## src/fseq_defines.vh

```
// timing counts and command bytes for the flash module write sequencer
`ifndef FSEQ_DEFINES_VH
`define FSEQ_DEFINES_VH

// ----------------------------------------------------------------------
// clock
// ----------------------------------------------------------------------
`define FSEQ_CLK_NS          20

// ----------------------------------------------------------------------
// times as printed, each in its own unit
// ----------------------------------------------------------------------
`define FSEQ_TCS_NS          20
`define FSEQ_TWP_NS          80
`define FSEQ_TACC_NS         250
`define FSEQ_TDF_NS          60
`define FSEQ_SUPPLY_TO_SELECT_GAP_NS        1000
`define FSEQ_TWR_US          6
`define FSEQ_TDP_US          10
`define FSEQ_TDE_MIN_US      9500
`define FSEQ_TDE_MAX_US      10500

// ----------------------------------------------------------------------
// cycle counts: least times round up, longest times round down
// ----------------------------------------------------------------------
`define FSEQ_CEIL(ns)        (((ns) + `FSEQ_CLK_NS - 1) / `FSEQ_CLK_NS)
`define FSEQ_TWP_CYC         `FSEQ_CEIL(`FSEQ_TWP_NS)
`define FSEQ_TACC_CYC        `FSEQ_CEIL(`FSEQ_TACC_NS)
`define FSEQ_TDF_CYC         `FSEQ_CEIL(`FSEQ_TDF_NS)
`define FSEQ_SUPPLY_TO_SELECT_GAP_CYC       `FSEQ_CEIL(`FSEQ_SUPPLY_TO_SELECT_GAP_NS)
`define FSEQ_TWR_CYC         `FSEQ_CEIL(`FSEQ_TWR_US * 1000)
`define FSEQ_TDP_CYC         `FSEQ_CEIL(`FSEQ_TDP_US * 1000)
`define FSEQ_TDE_MIN_CYC     `FSEQ_CEIL(`FSEQ_TDE_MIN_US * 1000)
`define FSEQ_TDE_MAX_CYC     ((`FSEQ_TDE_MAX_US * 1000) / `FSEQ_CLK_NS)

// ----------------------------------------------------------------------
// user operations and command bytes
// ----------------------------------------------------------------------
`define FSEQ_OP_READ         2'h0
`define FSEQ_OP_PROGRAM      2'h1
`define FSEQ_OP_ERASE        2'h2
`define FSEQ_CMD_NULL        8'h00
`define FSEQ_CMD_PROG_SETUP  8'h40

`endif

```

## src/fseq_host.v

```verilog
// host sequencer that reads, programs and erases the four-device flash module
`timescale 1ns/1ps
`include "fseq_defines.vh"

module fseq_host #(
  parameter AW              = 17,
  parameter DW              = 16,
  parameter TW              = 20,
  parameter ERASE_CYCLES    = `FSEQ_TDE_MIN_CYC,
  parameter CMD_ERASE_SETUP = 8'h01,
  parameter CMD_ERASE_GO    = 8'h02,
  parameter CMD_PROG_VERIFY = 8'h03,
  parameter CMD_ERASE_VERIFY = 8'h04
) (
  input  wire          mclk_i,
  input  wire          resetn_i,
  input  wire          cmd_valid_i,
  input  wire [1:0]    cmd_op_i,
  input  wire          cmd_bank_i,
  input  wire [1:0]    cmd_lanes_i,
  input  wire [AW-1:0] cmd_addr_i,
  input  wire [DW-1:0] cmd_data_i,
  output reg           cmd_ready_o,
  output reg           done_o,
  output reg  [DW-1:0] rdata_o,
  output reg  [AW-1:0] flash_addr_o,
  output reg  [DW-1:0] flash_dq_o,
  output reg           flash_dq_oe_o,
  input  wire [DW-1:0] flash_dq_i,
  output reg  [3:0]    device_selects_n_o,
  output reg           write_en_n_o,
  output reg           output_en_n_o,
  output reg           vpp_high_o
);

  // ----------------------------------------------------------------------
  // states
  // ----------------------------------------------------------------------
  localparam S_IDLE = 4'h0;
  localparam S_VPP  = 4'h1;
  localparam S_WSEL = 4'h2;
  localparam S_WPUL = 4'h3;
  localparam S_WHLD = 4'h4;
  localparam S_WNXT = 4'h5;
  localparam S_OPW  = 4'h6;
  localparam S_RCV  = 4'h7;
  localparam S_RACC = 4'h8;
  localparam S_RFLT = 4'h9;

  // ----------------------------------------------------------------------
  // helpers
  // ----------------------------------------------------------------------
  // command byte on targeted lanes, null byte elsewhere
  function [15:0] fseq_lane_word;
    input [7:0] cmd;
    input [1:0] lanes;
    begin
      fseq_lane_word = {(lanes[1] ? cmd : `FSEQ_CMD_NULL),
                        (lanes[0] ? cmd : `FSEQ_CMD_NULL)};
    end
  endfunction

  // active-low selects: devices 0/2 on the low lane, 1/3 on the high lane
  function [3:0] fseq_sel_n;
    input       bank;
    input [1:0] lanes;
    begin
      fseq_sel_n = bank ? ~{lanes, 2'b00} : ~{2'b00, lanes};
    end
  endfunction

  // word for write number step of the current operation
  function [15:0] fseq_wr_word;
    input [1:0]  op;
    input [1:0]  step;
    input [1:0]  lanes;
    input [15:0] data;
    begin
      if (op == `FSEQ_OP_PROGRAM) begin
        case (step)
          2'h0:    fseq_wr_word = fseq_lane_word(`FSEQ_CMD_PROG_SETUP, lanes);
          2'h1:    fseq_wr_word = data;
          default: fseq_wr_word = fseq_lane_word(CMD_PROG_VERIFY, lanes);
        endcase
      end else begin
        case (step)
          2'h0:    fseq_wr_word = fseq_lane_word(CMD_ERASE_SETUP, lanes);
          2'h1:    fseq_wr_word = fseq_lane_word(CMD_ERASE_GO, lanes);
          default: fseq_wr_word = fseq_lane_word(CMD_ERASE_VERIFY, lanes);
        endcase
      end
    end
  endfunction

  // ----------------------------------------------------------------------
  // reset release
  // ----------------------------------------------------------------------
  reg rst_meta;
  reg rst_n;

  always @(posedge mclk_i or negedge resetn_i) begin
    if (!resetn_i) begin
      rst_meta <= 1'b0;
      rst_n    <= 1'b0;
    end else begin
      rst_meta <= 1'b1;
      rst_n    <= rst_meta;
    end
  end

  // ----------------------------------------------------------------------
  // wait timer
  // ----------------------------------------------------------------------
  reg          tmr_load;
  reg [31:0]   tmr_count;
  wire         tmr_zero;
  wire         tmr_done;

  fseq_timer #(
    .WIDTH (TW)
  ) i_fseq_timer (
    .clk_i   (mclk_i),
    .rst_n_i (rst_n),
    .load_i  (tmr_load),
    .count_i (tmr_count[TW-1:0]),    // counts are integers, cut to timer width
    .zero_o  (tmr_zero)
  );

  // a load still in flight blocks the stale zero of the last wait
  assign tmr_done = tmr_zero & ~tmr_load;

  // ----------------------------------------------------------------------
  // sequencer
  // ----------------------------------------------------------------------
  reg [3:0]    state;
  reg [1:0]    op;
  reg          bank;
  reg [1:0]    lanes;
  reg [DW-1:0] data;
  reg [1:0]    step;

  always @(posedge mclk_i or negedge rst_n) begin
    if (!rst_n) begin
      state              <= S_IDLE;
      op                 <= `FSEQ_OP_READ;
      bank               <= 1'b0;
      lanes              <= 2'b00;
      data               <= {DW{1'b0}};
      step               <= 2'h0;
      tmr_load           <= 1'b0;
      tmr_count          <= 32'h00000000;
      cmd_ready_o        <= 1'b0;
      done_o             <= 1'b0;
      rdata_o            <= {DW{1'b0}};
      flash_addr_o       <= {AW{1'b0}};
      flash_dq_o         <= {DW{1'b0}};
      flash_dq_oe_o      <= 1'b0;
      device_selects_n_o <= 4'hF;
      write_en_n_o       <= 1'b1;
      output_en_n_o      <= 1'b1;
      vpp_high_o         <= 1'b0;
    end else begin
      tmr_load <= 1'b0;
      done_o   <= 1'b0;
      case (state)
        S_IDLE: begin
          cmd_ready_o <= 1'b1;
          if (cmd_valid_i && cmd_ready_o) begin
            cmd_ready_o  <= 1'b0;
            op           <= cmd_op_i;
            bank         <= cmd_bank_i;
            lanes        <= cmd_lanes_i;
            data         <= cmd_data_i;
            step         <= 2'h0;
            flash_addr_o <= cmd_addr_i;
            tmr_load     <= 1'b1;
            if (cmd_op_i == `FSEQ_OP_READ) begin
              // plain read at low supply, only the targeted devices
              device_selects_n_o <= fseq_sel_n(cmd_bank_i, cmd_lanes_i);
              output_en_n_o      <= 1'b0;
              tmr_count          <= `FSEQ_TACC_CYC;
              state              <= S_RACC;
            end else begin
              vpp_high_o <= 1'b1;
              tmr_count  <= `FSEQ_SUPPLY_TO_SELECT_GAP_CYC;
              state      <= S_VPP;
            end
          end
        end
        S_VPP: begin
          // no select drops before the supply has settled
          if (tmr_done) begin
            state <= S_WSEL;
          end
        end
        S_WSEL: begin
          // both devices of the bank see the word; non-targets get 00H in command words
          device_selects_n_o <= fseq_sel_n(bank, 2'b11);
          flash_dq_o         <= fseq_wr_word(op, step, lanes, data);
          flash_dq_oe_o      <= 1'b1;
          state              <= S_WPUL;
        end
        S_WPUL: begin
          // selects lead the write strobe, so write enable sets the window
          if (write_en_n_o) begin
            write_en_n_o <= 1'b0;
            tmr_load     <= 1'b1;
            tmr_count    <= `FSEQ_TWP_CYC;
          end else if (tmr_done) begin
            write_en_n_o <= 1'b1;
            state        <= S_WHLD;
          end
        end
        S_WHLD: begin
          // data held one cycle past the rising strobe, then all released
          device_selects_n_o <= 4'hF;
          flash_dq_oe_o      <= 1'b0;
          state              <= S_WNXT;
        end
        S_WNXT: begin
          tmr_load <= 1'b1;
          case (step)
            2'h0: begin
              step  <= 2'h1;
              state <= S_WSEL;
            end
            2'h1: begin
              // program or erase runs while the host counts
              tmr_count <= (op == `FSEQ_OP_PROGRAM) ?
                           `FSEQ_TDP_CYC :
                           ERASE_CYCLES;
              state     <= S_OPW;
            end
            default: begin
              tmr_count <= `FSEQ_TWR_CYC;
              state     <= S_RCV;
            end
          endcase
        end
        S_OPW: begin
          // verify command ends the operation, never before the count
          if (tmr_done) begin
            step  <= 2'h2;
            state <= S_WSEL;
          end
        end
        S_RCV: begin
          if (tmr_done) begin
            // only the devices under verify drive their lanes
            device_selects_n_o <= fseq_sel_n(bank, lanes);
            output_en_n_o      <= 1'b0;
            tmr_load           <= 1'b1;
            tmr_count          <= `FSEQ_TACC_CYC;
            state              <= S_RACC;
          end
        end
        S_RACC: begin
          if (tmr_done) begin
            rdata_o            <= flash_dq_i;
            device_selects_n_o <= 4'hF;
            output_en_n_o      <= 1'b1;
            tmr_load           <= 1'b1;
            tmr_count          <= `FSEQ_TDF_CYC;
            state              <= S_RFLT;
          end
        end
        S_RFLT: begin
          // let the module float its outputs before the bus is reused
          if (tmr_done) begin
            vpp_high_o <= 1'b0;
            done_o     <= 1'b1;
            state      <= S_IDLE;
          end
        end
        default: begin
          state <= S_IDLE;
        end
      endcase
    end
  end

endmodule

```

## src/fseq_timer.v

```verilog
// down-counting wait timer shared by every interval of the sequencer
`timescale 1ns/1ps

module fseq_timer #(
  parameter WIDTH = 20
) (
  input  wire             clk_i,
  input  wire             rst_n_i,
  input  wire             load_i,
  input  wire [WIDTH-1:0] count_i,
  output wire             zero_o
);

  reg [WIDTH-1:0] cnt;

  // ----------------------------------------------------------------------
  // counter
  // ----------------------------------------------------------------------
  // load wins over the decrement so a new wait never inherits an old one
  always @(posedge clk_i or negedge rst_n_i) begin
    if (!rst_n_i) begin
      cnt <= {WIDTH{1'b0}};
    end else if (load_i) begin
      cnt <= count_i;
    end else if (cnt != {WIDTH{1'b0}}) begin
      cnt <= cnt - {{(WIDTH-1){1'b0}}, 1'b1};
    end
  end

  assign zero_o = (cnt == {WIDTH{1'b0}});

endmodule

```

## config.mk

```make
export PLATFORM = sky130hd
export DESIGN_NAME = fseq_host
export DESIGN_NICKNAME = d
export VERILOG_FILES = /design/src/fseq_host.v /design/src/fseq_timer.v
export VERILOG_INCLUDE_DIRS = /design/src
export SDC_FILE = /design/constraint.sdc
export NUM_CORES = 1
export LEC_CHECK = 0
export BUFFER_PORTS_ARGS = -buffer_cell sky130_fd_sc_hd__buf_2
export CELL_PAD_IN_SITES_DETAIL_PLACEMENT = 1
export CELL_PAD_IN_SITES_GLOBAL_PLACEMENT = 2
export CORE_MARGIN = 1
export CORE_UTILIZATION = 35
export CTS_BUF_LIST = sky130_fd_sc_hd__clkbuf_16
export DETAILED_ROUTE_END_ITERATION = 7
export GPL_ROUTABILITY_DRIVEN = 0
export HOLD_SLACK_MARGIN = 0.12
export PLACE_DENSITY_LB_ADDON = 0.25
export RECOVER_POWER = 25
export SETUP_SLACK_MARGIN = 0.5
export SLEW_MARGIN = 20
export SYNTH_ARGS = -nofsm -noshare
export SYNTH_HDL_FRONTEND = slang
export SYNTH_SLANG_ARGS = --single-unit
```

## constraint.sdc

```tcl
create_clock -name mclk_i -period 5.4 [get_ports mclk_i]
set_clock_uncertainty 0.2 [all_clocks]
set_input_delay 0.27 -clock mclk_i [delete_from_list [all_inputs] [get_ports mclk_i]]
set_output_delay 0.27 -clock mclk_i [all_outputs]
set_load 0.02 [all_outputs]
```

==> results.json <==
{
  "outcome": "finished, violations left",
  "failed_checks": "capacitance limit, slew limit",
  "worstPathArrival_ns": 3.59,
  "slew_violations": 59,
  "floorplan.die.height_microns": 128.2,
  "synth_area_leaders": "sky130_fd_sc_hd__dfrtp_1 51%, sky130_fd_sc_hd__mux2_2 12%, sky130_fd_sc_hd__nand2_1 3.4%, sky130_fd_sc_hd__o21ai_0 3.2%, sky130_fd_sc_hd__dfstp_2 2.8%",
  "start_kind": "flop",
  "postSynthNetCount": 564,
  "worst_r2r_endpoint": "device_selects_n_o[2]",
  "placement_rows": 45,
  "i_o_pin_count": 116,
  "synthDominantAreaCellType": "sky130_fd_sc_hd__dfrtp_1",
  "crit_family": "simple AND/OR/NAND/NOR gates",
  "placed_cells_incl_taps": 804,
  "synth-edff-count": 0,
  "synth_top_cells_by_count": "113 x sky130_fd_sc_hd__dfrtp_1, 60 x sky130_fd_sc_hd__mux2_2, 50 x sky130_fd_sc_hd__nand2_1, 36 x sky130_fd_sc_hd__o21ai_0, 29 x sky130_fd_sc_hd__nor2_1",
  "report.final.setup_viol": 0,
  "cts_made_buffers": 17,
  "finalHoldViolCount": 0,
  "globalRouteTotalUtil": 0.1971,
  "first_global_vias": 4911,
  "dieWidth_microns": 128.2,
  "min_delay_path_depth": 0,
  "cts_resized": 0,
  "drc": 0,
  "path_class": "flop to flop",
  "critical_path.slowest_cell": "sky130_fd_sc_hd__nor4b_4",
  "num-nets-final": 727,
  "number_of_antenna_violations_at_the_first_check_in_global_routing": 0,
  "hp-class": "flop to flop",
  "ys_seq_elements": 119,
  "worst_pin_slew_ns": 2.299,
  "worst_setup_hold_path_clk_slew_ns": 0.06,
  "critical_path.startpoint": "i_fseq_timer.cnt[8]",
  "p_int_mw": 1.654,
  "syn-mean-instance-area_sq_um": 11.03,
  "detailedRoute.firstIterationViolations": 148,
  "port-buffer-count": 115,
  "floorplan.core_area_sq_mm": 0.01537,
  "p_leak_nw": 3.472,
  "drt-wirelength-per-cell_microns": 16.57,
  "async_flop_share": 1.000,
  "critical-path-max-stage-delay_ns": 0.98,
  "post-dp-hpwl_mm": 9.790,
  "ff2ff_path_depth": 5,
  "drt_pass1_iterations": 4,
  "design.die.area_sq_mm": 0.01642,
  "min_period_ns": 3.451,
  "ys_dominant_reg_cell": "sky130_fd_sc_hd__dfrtp_1",
  "grt_first_pass_wirelength_mm": 25.12,
  "post-route-period-util": 0.6391,
  "worstPathCellList": "or4_1, nor4_4, nor4b_4, nand3b_4, mux2_4",
  "clock_sinks": 119,
  "worstReg2RegStart": "i_fseq_timer.cnt[8]",
  "worst-path-buf-inv": 0,
  "synthToLayoutAreaGrowth_pct": 33.69,
  "power_switching_mw": 0.4479,
  "initial_utilization": 0.3624,
  "headroom_to_the_max_slew_limit": -0.5324,
  "route.vias.total": 4505,
  "path_depth": 5,
  "seq_power_share": 0.429,
  "share_comb_of_total_power": 0.032,
  "cap_violations": 1,
  "cts_tree": "yes",
  "worstPathMaxFanout": 17,
  "cp-endpoint": "device_selects_n_o[2]",
  "reg2reg_setup_slack_ns": 1.95,
  "grt_max_degree": 61,
  "final_cell_count_no_fill": 892,
  "count_of_distinct_cell_types_in_the_synthesized_netlist": 63,
  "fin_setup_tns_ns": 0,
  "post_route_cells_drive_above_1_share": 0.3157,
  "detailed_route_vias_per_instance": 5.050,
  "timing.critical_path.to_type": "flop",
  "pwr_density_cell_mw_per_mm2": 282.2,
  "worst_skew_pair.late_latency_ns": 0.42,
  "grt.overflow.total": 0,
  "synth-seq-area-share": 0.5359,
  "drtAntennaViolNets": 0,
  "p_clk_frac": 0.539,
  "power_switching_share": 0.2131,
  "synthesis.instances": 505,
  "vdd_ir_drop_max_v": 0.0002310,
  "post_synthesis_cell_area_sq_mm": 0.005570,
  "cts.htree.levels": 4,
  "yosys_warnings": 0,
  "clock-root-buffer": "sky130_fd_sc_hd__clkbuf_16",
  "post-synth-top-area-fraction": 0.5076,
  "clk_path_buf_depth": 2,
  "n_antenna_cell": 0,
  "postCtsSetupRepairBufs": 0,
  "yosysMostFrequentCell": "sky130_fd_sc_hd__dfrtp_1",
  "maxClockFrequency_mhz": 289.8,
  "worst-endpoint-required_ns": 5.54,
  "post_cts_hold_buffers": 56,
  "grt_setup_unrepaired": "false",
  "routed_wl_mm": 14.78
}
## final cells by class
| type | count | area (sq um) |
|---|---|---|
| fillers | 1732 | 7924 |
| flip-flops and latches | 119 | 2985 |
| multi-input cells | 344 | 2419 |
| repair buffers | 175 | 1149 |
| clock buffers | 17 | 425.4 |
| well taps | 211 | 264.0 |
| clock inverters | 15 | 163.9 |
| inverters | 11 | 41.29 |
## how the worst min path moves through the flow
stage / startpoint / to / slack [ns]
global placement: resetn_i / rst_meta / -0.14
CTS: rst_meta / rst_n / 0.18
finish: rst_meta / rst_n / 0.17
floorplan: resetn_i / rst_meta / -0.23
global route: rst_meta / rst_n / 0.19
detailed placement: resetn_i / rst_meta / -0.14
## logic make-up (layout without fill, tap and decap cells)
| family | Yosys count | in the layout | synth area share |
|---|---|---|---|
| other cells | 1 | 1 | 0.0006732 |
| fa+ha+maj | 2 | 2 | 0.004492 |
| flops | 119 | 119 | 0.5359 |
| xor+xnor | 12 | 12 | 0.01887 |
| buf+inv | 42 | 218 | 0.03100 |
| compound gates | 101 | 101 | 0.1150 |
| simple gates | 159 | 159 | 0.1527 |
| mux | 69 | 69 | 0.1413 |
## registers in the layout, indices dropped and copies added (netlist names), 2 cells and up
signal,flops
op,2
state,4
i_fseq_timer.cnt,20
lanes,2
rdata_o,16
flash_addr_o,17
flash_dq_o,16
tmr_count,10
step,2
device_selects_n_o,4
data,16
## power by group through the flow
stage | Sequential [mW] | Combinational (mW) | Clock [mW]
2_1_floorplan | 0.921 | 0.00381 | 0
3_3_place_gp | 0.918 | 0.0344 | 0
3_5_place_dp | 0.918 | 0.0362 | 0
4_1_cts | 0.902 | 0.0672 | 1.16
5_1_grt | 0.903 | 0.0741 | 1.20
6_report | 0.901 | 0.0673 | 1.13
## routing by layer
metal / track usage / up-vias / share of wire
li1: - / 2149 / -
met1: 0.2569 / 2225 / 0.46
met2: 0.3184 / 117 / 0.48
met3: 0.04967 / 14 / 0.048
met4: 0.06920 / 0 / 0.012
met5: 0 / - / 0
## stage by stage
stage               power (mW)  cell area [sq um]  setup WS (ns)  utilization  hold WS, ns
CTS                      2.125               7468          1.914       0.4859       0.1787
global placement        0.9521               6319          2.028       0.4111      -0.1435
floorplan               0.9252               5570          1.650            -      -0.2256
detailed placement      0.9542               6319          1.909       0.4111      -0.1353
finish                   2.102               7447          1.949       0.4845       0.1713
global route             2.178               7447          1.782       0.4845       0.1861
## cell usage in the layout (no fill, tap or decap), drive strengths merged, types with 7 or more instances in the layout
| master | Yosys | layout |
|---|---|---|
| buf | 7 | 105 |
| nor3 | 15 | 15 |
| mux2 | 65 | 65 |
| dfrtp | 113 | 113 |
| o21ai | 36 | 36 |
| nand2 | 50 | 50 |
| clkinv | 0 | 7 |
| nor2 | 29 | 29 |
| a21oi | 19 | 19 |
| xnor2 | 7 | 7 |
| nand3 | 14 | 14 |
| dlygate4sd3 | 0 | 56 |
| clkbuf | 24 | 31 |
| or4 | 7 | 7 |
| a211oi | 8 | 8 |
| nor4 | 7 | 7 |
| inv | 11 | 13 |
Power figures use the tool's default switching activity.
